**src/include/amc_pkg.sv**
```systemverilog
// Package for the converter mode configuration port: register map, fields, codes.
// Assumes a single 100 MHz system clock samples all serial port pins.
package amc_pkg;
  localparam logic [6:0] ADDR_SOFT_RESET = 7'h00;
  localparam logic [6:0] ADDR_POWER_DOWN = 7'h01;
  localparam logic [6:0] ADDR_CLK_TIMING = 7'h02;
  localparam logic [6:0] ADDR_OUT_MODE = 7'h03;
  localparam logic [7:0] REG_RESET_VALUE = 8'h00;
  localparam int SOFT_RESET_BIT = 7;
  localparam int WORD_BITS = 16;
  localparam int DATA_BITS = 8;
  localparam logic [4:0] WORD_BITS_5 = 5'h10;
  localparam logic [4:0] DATA_START_5 = 5'h08;
  localparam logic [1:0] PD_NORMAL = 2'h0;
  localparam logic [1:0] PD_NAP = 2'h1;
  localparam logic [1:0] PD_SLEEP = 2'h3;
  localparam logic [1:0] FMT_CMOS_FULL = 2'h0;
  localparam logic [1:0] FMT_LVDS_DDR = 2'h1;
  localparam logic [1:0] FMT_CMOS_DDR = 2'h2;
  localparam logic [2:0] LVDS_3P5MA = 3'h0;

  // Decoded operating controls handed to the converter core.
  typedef struct packed {
    logic [1:0] power_down_code;
    logic out_clock_invert;
    logic [1:0] out_clock_phase;
    logic duty_stabilizer_enable;
    logic [2:0] lvds_drive_current;
    logic lvds_termination_enable;
    logic output_disable;
    logic [1:0] output_format_select;
  } amc_ctrl_t;

  typedef enum logic [2:0] {
    ST_IDLE = 3'b001,
    ST_SHIFT = 3'b010,
    ST_DONE = 3'b100
  } amc_state_t;
endpackage : amc_pkg
```
**src/hdl/amc_config_port.sv**
```systemverilog
// Mode configuration port: parallel strap pins or a 16-bit serial write/read-back port.
// Assumes the pins are asynchronous to clk and the serial clock is far slower than clk.
`timescale 1ns/1ps

// What this block does
// - Interface select high makes the three serial pins static mode inputs.
// - Parallel mode: chip select level turns the duty stabilizer on or off.
// - Parallel mode: serial clock low gives full CMOS, high gives LVDS 3.5mA.
// - Parallel mode: data-in low is normal operation, high is sleep.
// - Interface select low makes the pins a serial register port.
// - Frame is chip select low; only the first 16 rising clocks are sampled.
// - Write command stores the data byte into the addressed register.
// - Read command shifts the register out and leaves it unchanged.
// - Data-out is open drain, pulling low only; host supplies the pull-up.
// - Writing bit 7 at address 00h clears all registers; bit self-clears.
// - Reset register is write only; unused bits are don't-care.
// - Power-down code: 00 normal, 01 nap, 11 sleep, 10 unused.
// - Timing bit 3 inverts the output clock polarity.
// - Timing bits 2-1 delay the output clock by 0, 45, 90, 135 degrees.
// - Timing bit 0 turns the duty stabilizer on.
// - Output mode bits 6-4 choose the LVDS drive current.
// - Output mode bit 3 enables termination, scaling drive current 1.6 times.
// - Output mode bit 2 puts all digital outputs into high impedance.
// - Output mode bits 1-0 choose the output format.
module amc_config_port (
  input wire logic clk,
  input wire logic reset_n,
  input wire logic interface_select,
  input wire logic cs_n,
  input wire logic sck,
  input wire logic sdi,
  input wire logic sdo_in,
  output logic sdo_out,
  output logic sdo_oe,
  output amc_pkg::amc_ctrl_t ctrl
);
  import amc_pkg::*;

  logic rst_meta_q;
  logic rst_sync_q;
  logic [1:0] sel_sync_q;
  logic [1:0] cs_sync_q;
  logic [1:0] sck_sync_q;
  logic [1:0] sdi_sync_q;
  logic sck_prev_q;
  logic cs_prev_q;
  logic rst_n;
  logic par_mode;
  logic frame;
  logic sck_rise;
  logic sck_fall;
  logic frame_start;
  logic frame_end;
  amc_state_t state_q;
  logic [4:0] bit_cnt_q;
  logic [15:0] shift_q;
  logic [7:0] pd_reg_q;
  logic [7:0] timing_reg_q;
  logic [7:0] outmode_reg_q;
  logic [7:0] read_byte_q;
  logic rd_flag_q;
  logic word_done;
  logic is_read;
  logic [6:0] word_addr;
  logic [7:0] word_data;
  logic [7:0] read_mux;
  amc_ctrl_t ctrl_d;

  // Reset is released through two flops so every flop leaves reset on the same edge.
  always_ff @(posedge clk or negedge reset_n) begin
    if (!reset_n) begin
      rst_meta_q <= 1'b0;
      rst_sync_q <= 1'b0;
    end else begin
      rst_meta_q <= 1'b1;
      rst_sync_q <= rst_meta_q;
    end
  end
  assign rst_n = rst_sync_q;

  // Two-flop synchronisers; only bit 1 of each pair is read by logic.
  always_ff @(posedge clk or negedge rst_n) begin
    if (!rst_n) begin
      sel_sync_q <= 2'h0;
      cs_sync_q <= 2'h3;
      sck_sync_q <= 2'h0;
      sdi_sync_q <= 2'h0;
    end else begin
      sel_sync_q <= {sel_sync_q[0], interface_select};
      cs_sync_q <= {cs_sync_q[0], cs_n};
      sck_sync_q <= {sck_sync_q[0], sck};
      sdi_sync_q <= {sdi_sync_q[0], sdi};
    end
  end

  // Edge history for the serial clock and chip select.
  always_ff @(posedge clk or negedge rst_n) begin
    if (!rst_n) begin
      sck_prev_q <= 1'b0;
      cs_prev_q <= 1'b1;
    end else begin
      sck_prev_q <= sck_sync_q[1];
      cs_prev_q <= cs_sync_q[1];
    end
  end

  assign par_mode = sel_sync_q[1];
  assign frame = !par_mode && !cs_sync_q[1];
  assign sck_rise = sck_sync_q[1] && !sck_prev_q;
  assign sck_fall = !sck_sync_q[1] && sck_prev_q;
  assign frame_start = frame && cs_prev_q;
  assign frame_end = cs_sync_q[1] && !cs_prev_q;
  assign word_done = (state_q == ST_DONE);
  assign is_read = shift_q[15];
  assign word_addr = shift_q[14:8];
  assign word_data = shift_q[7:0];

  // Frame sequencer: idle until chip select falls, shift 16 bits, then hold.
  always_ff @(posedge clk or negedge rst_n) begin
    if (!rst_n) begin
      state_q <= ST_IDLE;
    end else if (!frame) begin
      state_q <= ST_IDLE;
    end else begin
      unique case (state_q)
        ST_IDLE: begin
          if (frame_start) begin
            state_q <= ST_SHIFT;
          end
        end
        ST_SHIFT: begin
          if (sck_rise && bit_cnt_q == WORD_BITS_5 - 5'h01) begin
            state_q <= ST_DONE;
          end
        end
        ST_DONE: begin
          state_q <= ST_DONE;
        end
      endcase
    end
  end

  // Shift register samples data-in on rising serial clock edges, MSB first.
  always_ff @(posedge clk or negedge rst_n) begin
    if (!rst_n) begin
      bit_cnt_q <= 5'h00;
      shift_q <= 16'h0000;
    end else if (state_q == ST_IDLE) begin
      bit_cnt_q <= 5'h00;
    end else if (state_q == ST_SHIFT && sck_rise) begin
      bit_cnt_q <= bit_cnt_q + 5'h01;
      shift_q <= {shift_q[14:0], sdi_sync_q[1]};
    end
  end

  // Register updates happen once, on the edge the sixteenth bit lands.
  logic commit;
  assign commit = frame && state_q == ST_SHIFT && sck_rise && bit_cnt_q == WORD_BITS_5 - 5'h01;
  logic [15:0] word_next;
  assign word_next = {shift_q[14:0], sdi_sync_q[1]};
  logic wr_cmd;
  assign wr_cmd = commit && !word_next[15];
  logic soft_reset;
  assign soft_reset = wr_cmd && word_next[14:8] == ADDR_SOFT_RESET
    && word_next[SOFT_RESET_BIT];

  // The reset bit has no storage, so it reads as zero once the write ends.
  always_ff @(posedge clk or negedge rst_n) begin
    if (!rst_n) begin
      pd_reg_q <= REG_RESET_VALUE;
      timing_reg_q <= REG_RESET_VALUE;
      outmode_reg_q <= REG_RESET_VALUE;
    end else if (soft_reset) begin
      pd_reg_q <= REG_RESET_VALUE;
      timing_reg_q <= REG_RESET_VALUE;
      outmode_reg_q <= REG_RESET_VALUE;
    end else if (wr_cmd) begin
      if (word_next[14:8] == ADDR_POWER_DOWN) begin
        pd_reg_q <= word_next[7:0];
      end
      if (word_next[14:8] == ADDR_CLK_TIMING) begin
        timing_reg_q <= word_next[7:0];
      end
      if (word_next[14:8] == ADDR_OUT_MODE) begin
        outmode_reg_q <= word_next[7:0];
      end
    end
  end

  // Read mux; the write-only reset register and unmapped addresses read zero.
  always_comb begin
    read_mux = 8'h00;
    if (shift_q[6:0] == ADDR_POWER_DOWN) begin
      read_mux = pd_reg_q;
    end else if (shift_q[6:0] == ADDR_CLK_TIMING) begin
      read_mux = timing_reg_q;
    end else if (shift_q[6:0] == ADDR_OUT_MODE) begin
      read_mux = outmode_reg_q;
    end
  end

  // Read data is captured once the address is complete, then shifted on falling edges.
  always_ff @(posedge clk or negedge rst_n) begin
    if (!rst_n) begin
      read_byte_q <= 8'h00;
    end else if (state_q == ST_SHIFT && sck_rise && bit_cnt_q == DATA_START_5 - 5'h01) begin
      read_byte_q <= 8'h00; // Cleared so no stale byte from an earlier read shows.
    end else if (frame && sck_fall && bit_cnt_q > DATA_START_5 && bit_cnt_q < WORD_BITS_5) begin
      read_byte_q <= {read_byte_q[6:0], 1'b0};
    end else if (frame && bit_cnt_q == DATA_START_5 && sck_rise == 1'b0
                 && sck_fall == 1'b0 && shift_q[7]) begin
      read_byte_q <= read_mux;
    end
  end

  // Open drain: drive low only for a zero data bit of a read command.
  always_ff @(posedge clk or negedge rst_n) begin
    if (!rst_n) begin
      sdo_oe <= 1'b0;
      sdo_out <= 1'b0;
    end else begin
      sdo_out <= 1'b0;
      sdo_oe <= frame && state_q == ST_SHIFT && bit_cnt_q >= DATA_START_5
        && rd_flag_q && !read_byte_q[7];
    end
  end

  // The read flag is the first bit of the word; latched when the address completes.
  always_ff @(posedge clk or negedge rst_n) begin
    if (!rst_n) begin
      rd_flag_q <= 1'b0;
    end else if (state_q == ST_IDLE) begin
      rd_flag_q <= 1'b0;
    end else if (state_q == ST_SHIFT && sck_rise && bit_cnt_q == DATA_START_5 - 5'h01) begin
      rd_flag_q <= shift_q[6];
    end
  end

  // Decode either the strap pins or the registers into the core controls.
  always_comb begin
    ctrl_d = '0;
    if (par_mode) begin
      ctrl_d.duty_stabilizer_enable = cs_sync_q[1];
      ctrl_d.output_format_select = sck_sync_q[1] ? FMT_LVDS_DDR : FMT_CMOS_FULL;
      ctrl_d.lvds_drive_current = LVDS_3P5MA;
      ctrl_d.lvds_termination_enable = 1'b0;
      ctrl_d.power_down_code = sdi_sync_q[1] ? PD_SLEEP : PD_NORMAL;
    end else begin
      ctrl_d.power_down_code = pd_reg_q[1:0];
      ctrl_d.out_clock_invert = timing_reg_q[3];
      ctrl_d.out_clock_phase = timing_reg_q[2:1];
      ctrl_d.duty_stabilizer_enable = timing_reg_q[0];
      ctrl_d.lvds_drive_current = outmode_reg_q[6:4];
      ctrl_d.lvds_termination_enable = outmode_reg_q[3];
      ctrl_d.output_disable = outmode_reg_q[2];
      ctrl_d.output_format_select = outmode_reg_q[1:0];
    end
  end

  // Registered so the core sees glitch-free controls.
  always_ff @(posedge clk or negedge rst_n) begin
    if (!rst_n) begin
      ctrl <= '0;
    end else begin
      ctrl <= ctrl_d;
    end
  end
endmodule : amc_config_port

```
**config.mk**
```make
export PLATFORM = sky130hd
export DESIGN_NAME = amc_config_port
export DESIGN_NICKNAME = d
export VERILOG_FILES = /design/src/include/amc_pkg.sv /design/src/hdl/amc_config_port.sv
export SDC_FILE = /design/constraint.sdc
export NUM_CORES = 1
export LEC_CHECK = 0
export BUFFER_PORTS_ARGS = -buffer_cell sky130_fd_sc_hd__buf_2
export CORE_ASPECT_RATIO = 0.75
export CORE_UTILIZATION = 50
export DETAILED_ROUTE_END_ITERATION = 16
export GPL_TIMING_DRIVEN = 0
export PLACE_DENSITY = 0.68
export SLEW_MARGIN = 0
export SYNTH_ARGS = -nofsm -noshare
export SYNTH_HDL_FRONTEND = slang
export SYNTH_SLANG_ARGS = --single-unit
```
**constraint.sdc**
```tcl
create_clock -name clk -period 7.1 [get_ports clk]
set_input_delay 1.42 -clock clk [delete_from_list [all_inputs] [get_ports clk]]
set_output_delay 1.42 -clock clk [all_outputs]
set_load 0.05 [all_outputs]
```
* After elaboration in Yosys (flattened, before gate mapping) *
Cells that the tools add are included.

storage, ports and cells
  register bits = 82
  bits in latches = 0
  memory bits (writable) = 0
  bits in read-only memories = 0
  bits of input ports = 7
  output and inout port bits = 15
  logic and storage cells = 118
  memories kept = 0

operators by class
  add/sub/neg operators = 1
  multiply operators = 0
  div/mod/pow operators = 0
  magnitude comparators = 3
  eq/ne operators = 14
  shift-type cells = 0
  muxes and demuxes = 30
  bitwise logic cells = 3
  reductions and logical operators = 42

operator list
  operator                                                           count
  two-way mux 8 bit                                                  15
  == test 7 x 2 -> 1 bit, second input constant                      4
  logical AND 1 bit                                                  23
  two-way mux 5 bit                                                  3
  == test 7 x 1 -> 1 bit, second input constant                      2
  two-way mux 3 bit                                                  4
  nonzero test 2 bit                                                 6
  == test 5 x 4 -> 1 bit, second input constant                      2
  AND reduction 2 bit                                                5
  case mux 3 bit (3 select lines)                                    1
  zero test 7 bit                                                    1
  zero test 1 bit                                                    6
  two-way mux 2 bit                                                  3
  != test 3 bit, second input constant                               2
  adder 5 x 1 -> 5 bit, second input constant                        1
  == test 5 x 3 -> 1 bit, second input constant                      1
  greater-or-equal comparator 5 x 4 -> 1 bit, second input constant  1
  greater-than comparator 5 x 4 -> 1 bit, second input constant      1
  less-than comparator 5 bit, second input constant                  1
  two-way mux 1 bit                                                  4
  == test 3 x 1 -> 1 bit, second input constant                      1
  == test 3 x 2 -> 1 bit, second input constant                      1
  == test 3 bit, second input constant                               1
  NOT 1 bit                                                          3
  nonzero test 3 bit                                                 1

* Logic depth before layout (Yosys ltp) *
Gate-level depths: netlist of the first run.

  word-level depth = 10
  depth in mapped cells = 8
  gate-level depth less buffers = 7

* Worst setup path before layout of the first run *
OpenSTA, ideal clock, no wires.

  path kind = register to output
  start point = reg ctrl[0] (netlist bit)
  end point = out ctrl[0] (netlist bit)
  data arrival time = 586 ps
  data required time = 5680 ps
  setup slack = 5094 ps
  stages on the path, launching flop included = 1
  buffers on the path = 0
  cell sequence = dfrtp_1

RTL lines
  item                    RTL line                text
  from (decl)             amc_config_port.sv:35   output amc_pkg::amc_ctrl_t ctrl
  from (signal assigned)  amc_config_port.sv:265  ctrl <= ctrl_d;

No word-level cell between the ends.

* Final worst setup path of the first run *
  start point = reg bit_cnt_q[1]
  end point = reg outmode_reg_q[4]

between the ends
  longest elaborated chain between the ends = 7
  elaborated cells on any way between the ends = 9
  those cells by class = eq/ne: 1; mux: 1; reduce/logical: 7

ends and longest elaborated chain
  item                                  RTL line                text
  from (decl)                           amc_config_port.sv:55   logic [4:0] bit_cnt_q;
  from (signal assigned)                amc_config_port.sv:151  bit_cnt_q <= bit_cnt_q + 5'h01;
  == test 5 x 4 -> 1 bit *              amc_config_port.sv:158  assign commit = frame && state_q == ST_SHIFT && sck_rise && bit_cnt_q == WORD_BITS_5 - 5'h01;
  logical AND 1 bit *                   amc_config_port.sv:158
  logical AND 1 bit *                   amc_config_port.sv:162  assign wr_cmd = commit && !word_next[15];
  logical AND 1 bit                     amc_config_port.sv:164  assign soft_reset = wr_cmd && word_next[14:8] == ADDR_SOFT_RESET
  logical AND 1 bit                     amc_config_port.sv:165  && word_next[SOFT_RESET_BIT];
  nonzero test 2 bit (no source line)   --
  AND reduction 2 bit (no source line)  --
  to (signal assigned)                  amc_config_port.sv:185  outmode_reg_q <= word_next[7:0];
  to (decl)                             amc_config_port.sv:59   logic [7:0] outmode_reg_q;

Every way passes the cells marked *; elsewhere a longest branch is shown, timed or not.
A chain may end at the register's enable or synchronous reset.

==> results of run 1 <==
metal layers:
layer  up-vias  global-route usage [%]
met5         -                       0
met4         0                   7.890
met3         7                   5.229
met2        57                   31.28
met1      1216                   33.57
li1       1158                       -
flip-flops by register name, indices dropped and copies added (netlist names):
name	count
rst_meta_q	1
read_byte_q	8
bit_cnt_q	5
sck_prev_q	1
sck_sync_q	2
state_q	3
sdo_oe	1
pd_reg_q	8
rst_n	1
cs_prev_q	1
sdi_sync_q	2
sel_sync_q	2
timing_reg_q	8
cs_sync_q	2
rd_flag_q	1
outmode_reg_q	8
shift_q	15
ctrl	13
critical path, delay by kind of cell (launching register included):
kind	cells	cell delay (ns)
simple gates	5	1.49
flops	1	0.39
fa+ha+maj	2	0.34
kinds of logic after synthesis:
| kind of cell | count (synthesis) |
|---|---|
| simple gates | 101 |
| flops | 82 |
| compound gates | 51 |
| mux | 28 |
| buf+inv | 26 |
| xor+xnor | 4 |
| fa+ha+maj | 3 |
| other cells | 2 |
layout make-up:
| cell class | count | area, um^2 | share of cell area [%] |
|---|---|---|---|
| multi-input cells | 189 | 1445 | 35.78 |
| well taps | 98 | 122.6 | 3.036 |
| clock inverters | 6 | 43.79 | 1.084 |
| repair buffers | 20 | 122.6 | 3.036 |
| inverters | 6 | 22.52 | 0.5576 |
| plain buffers | 20 | 93.84 | 2.323 |
| flip-flops and latches | 82 | 2061 | 51.02 |
| clock buffers | 10 | 127.6 | 3.160 |
synthesized netlist by cell type (2+ instances only):
library cell	instances	share of area, %
a21o_1	7	1.5
a21oi_1	9	1.2
a22o_1	16	3.9
a32o_1	7	1.9
and3_1	2	0.35
buf_2	3	0.41
buf_4	2	0.41
clkbuf_1	14	1.5
conb_1	2	0.21
dfrtp_1	78	54
dfstp_2	4	2.9
ha_1	3	1.0
inv_1	6	0.62
mux2_2	17	5.3
mux2i_1	11	3.0
nand2_1	5	0.52
nand2b_1	2	0.35
nand3_1	6	0.83
nand3b_1	2	0.41
nand4_1	20	3.5
nand4b_1	6	1.5
nor2_1	10	1.0
nor2b_1	13	2.2
nor3_1	10	1.4
nor3b_4	3	1.6
nor4_1	3	0.52
o211ai_1	2	0.41
o21ai_0	4	0.55
or2_2	8	1.4
or3_1	3	0.52
xor2_1	3	0.73
how the worst min path moves through the flow:
stage / slack (ns) / start / to / cells past startpoint
after floorplan: 0.33 / rst_meta_q$_DFF_PN0_ / rst_n$_DFF_PN0_ / 0
after global placement: 0.33 / sdi_sync_q[0]$_DFF_PN0_ / sdi_sync_q[1]$_DFF_PN0_ / 0
after detailed placement: 0.27 / rst_n$_DFF_PN0_ / shift_q[3]$_DFFE_PN0P_ / 0
after CTS: 0.27 / rst_n$_DFF_PN0_ / shift_q[4]$_DFFE_PN0P_ / 0
after global routing: 0.30 / rst_n$_DFF_PN0_ / shift_q[4]$_DFFE_PN0P_ / 0
final: 0.25 / rst_n$_DFF_PN0_ / shift_q[4]$_DFFE_PN0P_ / 0
power groups by stage:
stage | Clock [W] | Combinational, W | Sequential, W
3_3_place_gp | 0 | 0.0000306 | 0.000496
4_1_cts | 0.000305 | 0.0000389 | 0.000481
5_1_grt | 0.000324 | 0.0000428 | 0.000483
2_1_floorplan | 0 | 0.0000188 | 0.000497
6_report | 0.000297 | 0.0000385 | 0.000481
3_5_place_dp | 0 | 0.0000388 | 0.000491
stage by stage:
stage                     instances  setup slack (ns)   power, W  cell area (um^2)
after floorplan                 297             4.654  0.0005155              3618
after detailed placement        415             4.746  0.0005296              3867
after CTS                       431             4.722  0.0008251              4039
after global placement          414             3.739  0.0005265              3836
final                           431             4.735  0.0008171              4039
after global routing            431             4.569  0.0008498              4039
==> summary.txt, run 1 <==
Run status
  • Outcome: finished clean

Power and ir drop
  • Pwr/cell area: 202.3 mW/mm^2
  • Power share of the clock group: 36.4%
  • Internal power: ~0.00061 W
  • Comb power frac: 4.7%
  • Switching power: 0.0002048 W
  • Sequential Power Share: 58.9%
  • Max IR drop VDD: about 0.00016 V
  • P_leak: 1.890 nW
  • Sw Share: 25.06%

Detailed routing
  • # DRC: 0
  • WL met2: 3178 um
  • ANT nets after route: 0
  • Avg WL per Cell: ~17 um
  • Vias per cell: 5.657
  • Drt pass-1 iters: 4
  • Routed WL: around 7500 um
  • Met3 wire len: approximately 340 um
  • Via count: 2438
  • Initial DRC count: 142
  • Top Metal Used: met4
  • M1 WL: 3900 um

STA
  • Headroom to the max-slew limit: 46.11%
  • Crit share post-route: 33.31%
  • Minimum clock period: 2.365 ns
  • Final Hold Viols: 0
  • Fin. max-slew vios: 0
  • RSZ-0062 raised after global routing: no
  • Final TNS setup: 0 ns
  • Worst slew pin tran: 0.8062 ns
  • Clock skew: 0.008668 ns
  • Final setup viols: 0
  • Fmax: roughly 420 MHz
  • Hold_ws: 0.2504 ns

Job
  • Max_cap viols: 0

Setup path
  • Data required, critical path: 7.31 ns
  • R2R cell count: 7
  • RR Startpoint: bit_cnt_q[1]$_DFFE_PN0P_
  • CP dominant cell by count: ha_1
  • Nature of the critical path startpoint: flop
  • Critical path type: flop to flop
  • Crit Path Max Fanout: 8
  • Crit path DAT: around 2.6 ns
  • Worst stage delay on the critical path: between 0.7 and 0.8 ns
  • Crit path to: outmode_reg_q[4]$_DFFE_PN0P_
  • Reg2reg setup slack: between 4 and 5 ns
  • CP max stage cell: nor4b_2
  • Worst R2R End: outmode_reg_q[4]$_DFFE_PN0P_
  • CP Cell Sequence: ha_1 -> and3_1 -> ha_1 -> and3b_1 -> nand4_2 -> nor4b_2 -> nor3_1
  • Setup crit start: bit_cnt_q[1]$_DFFE_PN0P_
  • Critical Path End Type: flop

Yosys
  • YS warnings: 0
  • Largest family of logic cells by synthesized area: simple AND/OR/NAND/NOR gates
  • Xor/xnor share of the synthesized area: less than 1%
  • Seq/Total Area, Yosys: 56.85%
  • Top_reg_cell synth: dfrtp_1
  • Cell variety after synth: 47
  • Mapped Cells: around 300
  • Syn_area_per_cell: 12.18 um^2
  • Simple-Gate Fraction of Synth Area: 18.57%
  • Syn nets: 307
  • Synthesized area: 0.003618 mm^2
  • Async SR Flop Fraction: between 90% and 100%
  • Number of synthesized flops with an enable pin: 0
  • Mux cell area share after synthesis: 8.333%
  • Synth Area in Compound Gates: approximately 11%
  • #FFs+latches synth: 82
  • Synth Area in Adders: 1.037%

Clock tree
  • Sink Count: 82
  • CTS resizes: 0
  • Hold_buf cts: 0
  • CTS tree: built
  • Setup Buffers After CTS: 0
  • H-tree Lvls: 3
  • Clock latency on the worst-skew pair: 0.36 ns
  • Longest Clk Path Bufs: 2
  • Clock root cell: clkbuf_8
  • Clk slew on worst S/H paths: 0.08 ns
  • CTS Buf Count: 9

GRT
  • Overflow after GRT: 0
  • Initial antenna violation count: 0
  • Gr usage total: about 22%
  • First-pass GRT wire length: 12270 um
  • Number of global-route vias before repair: 2317
  • Largest net degree at the start of global routing: 54

Final layout
  • Final #Nets: approximately 340
  • # fillers: 624
  • ANT cells: 0
  • Share of post-route cells with drive strength above 1: 23.42%
  • Core Util, Final: between 50% and 60%
  • Commonest cells after routing, fill and taps aside: dfrtp_1, buf_2, nand4_1
  • Most common cell after layout, fill and taps aside: dfrtp_1
  • Area Growth Syn to Fin: 11.62%

Floorplanning
  • Site Rows: 26
  • DIE HEIGHT: 75.68 um
  • Core footprint: 0.006897 mm^2
  • Initial core utilization: between 50% and 60%
  • Die ar.: 0.007585 mm^2
  • Die Wd: roughly 100 um
  • Boundary pin count: 22

Hold path
  • Hold crit path type: flop to async pin

Place
  • IO Port Bufs: 19
  • DP HPWL: approximately 5000 um
  • Routability cong.: 0.8578
No activity file was read; power rests on OpenSTA's default activity.
==> run 2, diff against run 1 <==
- ABC_AREA: not set -> 1
- PLACE_DENSITY: 0.68 -> 0.67
- clock period: 7.1 -> 2.27 ns (I/O delays scaled with it)
==> run 2 against run 1 <==
Effect of this change:
- clock skew up 0.0038 ns
- area after synthesis up 7.5%
- non-clock buffer count down 6
- sequential power rose to 3.1 times the previous value
- critical path depth up 4
- synthesized cell count up 48%
- critical endpoint is now timing_reg_q[5]$_DFFE_PN0P_
- largest cell class unchanged
- highest routed layer unchanged
==> summary.txt, run 2 <==
Yosys
  • Mapped Cells: 440 (+48%)
  • Number of synthesized flops with an enable pin: 0 (unchanged)
  • Count leader, synth: nand2_1
  • Syn nets: 450 (+47%)
  • Seq/Total Area, Yosys: 52.90% (-4.0 points)
  • Async SR Flop Fraction: 100.0% (unchanged)
  • YS warnings: 0 (unchanged)
  • Synthesized area: 0.003889 mm^2 (+7.5%)
  • Synth cell count leaders: nand2_1, nand3_1, dfrtp_1
  • Synth top area cells: dfrtp_1, nand3_1, nand2_1
  • Cell variety after synth: 36 (-23%)
  • Top_reg_cell synth: dfrtp_1
  • #FFs+latches synth: 82 (unchanged)
  • Synth top area share: 50.19% (-3.7 points)
  • Dominant cell type by area after synthesis: dfrtp_1
  • Syn_area_per_cell: 8.838 um^2 (-27%)

Floorplanning
  • Boundary pin count: 22 (unchanged)
  • Die ar.: 0.008138 mm^2 (+7.3%)
  • Initial core utilization: 52.32% (-0.14 points)
  • Core footprint: 0.007432 mm^2 (+7.8%)
  • Die Wd: 103.8 um (+3.6%)
  • Site Rows: 27 (+3.8%)
  • DIE HEIGHT: 78.38 um (+3.6%)

STA
  • Clock skew: 0.01251 ns (+0.003839 ns)
  • Hold_ws: 0.1930 ns (-0.05748 ns)
  • RSZ-0062 raised after global routing: no
  • Worst slew pin tran: 0.4959 ns (-0.3103 ns)
  • Final Hold Viols: 0 (unchanged)
  • Final setup viols: 0 (unchanged)
  • Crit share post-route: 88.41% (+55 points)
  • Final TNS setup: 0 ns (unchanged)
  • Headroom to the max-slew limit: 66.82% (+21 points)
  • Fmax: 498.3 MHz (+18%)
  • Fin. max-slew vios: 0 (unchanged)
  • Minimum clock period: 2.007 ns (-0.3583 ns)

Setup path
  • Data required, critical path: 2.53 ns (-4.78 ns)
  • Nature of the critical path startpoint: flop
  • CP dominant cell by count: nand2_1
  • Worst stage delay on the critical path: 0.38 ns (-0.38 ns)
  • Family with the most delay on the worst path: simple AND/OR/NAND/NOR gates
  • Crit Path Max Fanout: 8 (unchanged)
  • CP Buf/Inv Count: 2 (+2)
  • Critical Path End Type: flop
  • Critical path type: flop to flop
  • CP max stage cell: dfrtp_1
  • CP Cell Sequence: ha_1 -> inv_1 -> nor3_1 -> ha_1 -> inv_1 -> nor2_4 -> nand2_1 -> nor2_2 -> o211ai_4 -> nand2_1 -> nand2_1
  • Crit path DAT: 2.27 ns (-0.30 ns)

Place
  • IO Port Bufs: 19 (unchanged)
  • Routability cong.: 0.8510 (-0.79%)
  • DP HPWL: 6035 um (+20%)

Final layout
  • Most common cell after layout, fill and taps aside: nand2_1
  • Core Util, Final: 58.28% (-0.28 points)
  • Final #Nets: 482 (+43%)
  • Register with the most flip-flops: shift_q
  • Share of post-route cells with drive strength above 1: 19.92% (-3.5 points)
  • ANT cells: 0 (unchanged)
  • Area Growth Syn to Fin: 11.39%
  • Top Registers: shift_q x15, ctrl x13
  • Largest register FFs: 15 (unchanged)
  • Commonest cells after routing, fill and taps aside: nand2_1, nand3_1, dfrtp_1

Clock tree
  • Longest Clk Path Bufs: 2 (unchanged)
  • CTS Buf Count: 9 (unchanged)
  • Setup Buffers After CTS: 0 (unchanged)
  • Sink Count: 82 (unchanged)
  • H-tree Lvls: 3 (unchanged)
  • CTS tree: built
  • Clock latency on the worst-skew pair: 0.37 ns (about the same)
  • Clock root cell: clkbuf_8
  • CTS resizes: 0 (unchanged)
  • Clk slew on worst S/H paths: 0.08 ns (about the same)
  • Hold_buf cts: 1 (+1)

GRT
  • Overflow after GRT: 0 (unchanged)
  • Largest net degree at the start of global routing: 52 (-3.7%)
  • Gr usage total: 23.41% (+1.2 points)
  • Number of global-route vias before repair: 2833 (+22%)
  • First-pass GRT wire length: 14320 um (+17%)
  • Initial antenna violation count: 0 (unchanged)

Power and ir drop
  • Pwr/cell area: 605.1 mW/mm^2 (+200%)
  • P_leak: 2.161 nW (+14%)
  • Max IR drop VDD: 0.0004250 V (+160%)

Detailed routing
  • Via count: 2968 (+22%)
  • Drt pass-1 iters: 7 (+3)
  • ANT nets after route: 0 (unchanged)
  • Routed WL: 8386 um (+12%)
  • Initial DRC count: 249 (+75%)
  • # DRC: 0 (unchanged)
  • Avg WL per Cell: 14.51 um (-17%)
  • Vias per cell: 5.135 (-9.2%)

Hold path
  • Hold crit path type: input port to flop

Run status
  • Outcome: finished clean

Job
  • Max_cap viols: 0 (unchanged)
run 2: worst paths after layout:
check	start	end	slack (ns)	depth (start not counted)
setup / recovery	bit_cnt_q[1]$_DFFE_PN0P_	timing_reg_q[5]$_DFFE_PN0P_	0.26	11
hold / removal	sdi	sdi_sync_q[0]$_DFF_PN0_	0.19	1
setup reg to reg	bit_cnt_q[1]$_DFFE_PN0P_	timing_reg_q[5]$_DFFE_PN0P_	0.26	11
hold reg to reg	rst_n$_DFF_PN0_	timing_reg_q[3]$_DFFE_PN0P_	0.28	0
max in group asynchronous	rst_n$_DFF_PN0_	cs_prev_q$_DFF_PN1_	1.36	1
min in group asynchronous	rst_n$_DFF_PN0_	timing_reg_q[3]$_DFFE_PN0P_	0.28	0
run 2: power breakdown:
group / total, W / internal [W] / switching, W
Combinational: 0.000128 / 0.0000333 / 0.0000947
Sequential: 0.00151 / 0.00148 / 0.0000278
Clock: 0.000981 / 0.000490 / 0.000491
Total: 0.00262 / 0.00201 / 0.000613
run 2: layout make-up:
cell class              count  area, um^2
plain buffers              13       97.59
clock buffers              16       180.2
fillers                   682        3100
inverters                  48       181.4
multi-input cells         297        1553
flip-flops and latches     82        2061
well taps                 101       126.4
repair buffers             21       132.6
run 2: routing by layer:
layer | vias up | part of all wire (%) | global-route usage (%)
li1 | 1481 | - | -
met1 | 1400 | 50 | 33.53
met2 | 79 | 43 | 33.53
met3 | 8 | 6.2 | 7.226
met4 | 0 | 0.93 | 8.143
met5 | - | 0 | 0
run 2: cells by family after synthesis:
logic type	synth area share (%)
AOI/OAI and AO/OA	5.342
adders and majority gates	0.9654
buffers and inverters	7.175
and+or+nand+nor	33.43
other	0.1931
DFF	52.90
run 2: stage by stage:
step / cell area (um^2) / setup slack [ns] / std cells / power [W]
6_report: 4332 / 0.2631 / 578 / 0.002621
5_1_grt: 4332 / 0.02536 / 578 / 0.002727
4_1_cts: 4332 / 0.2504 / 578 / 0.002647
3_5_place_dp: 4141 / 0.2598 / 561 / 0.001668
3_3_place_gp: 4111 / 0.3037 / 560 / 0.001658
2_1_floorplan: 3890 / 0.5137 / 440 / 0.001620
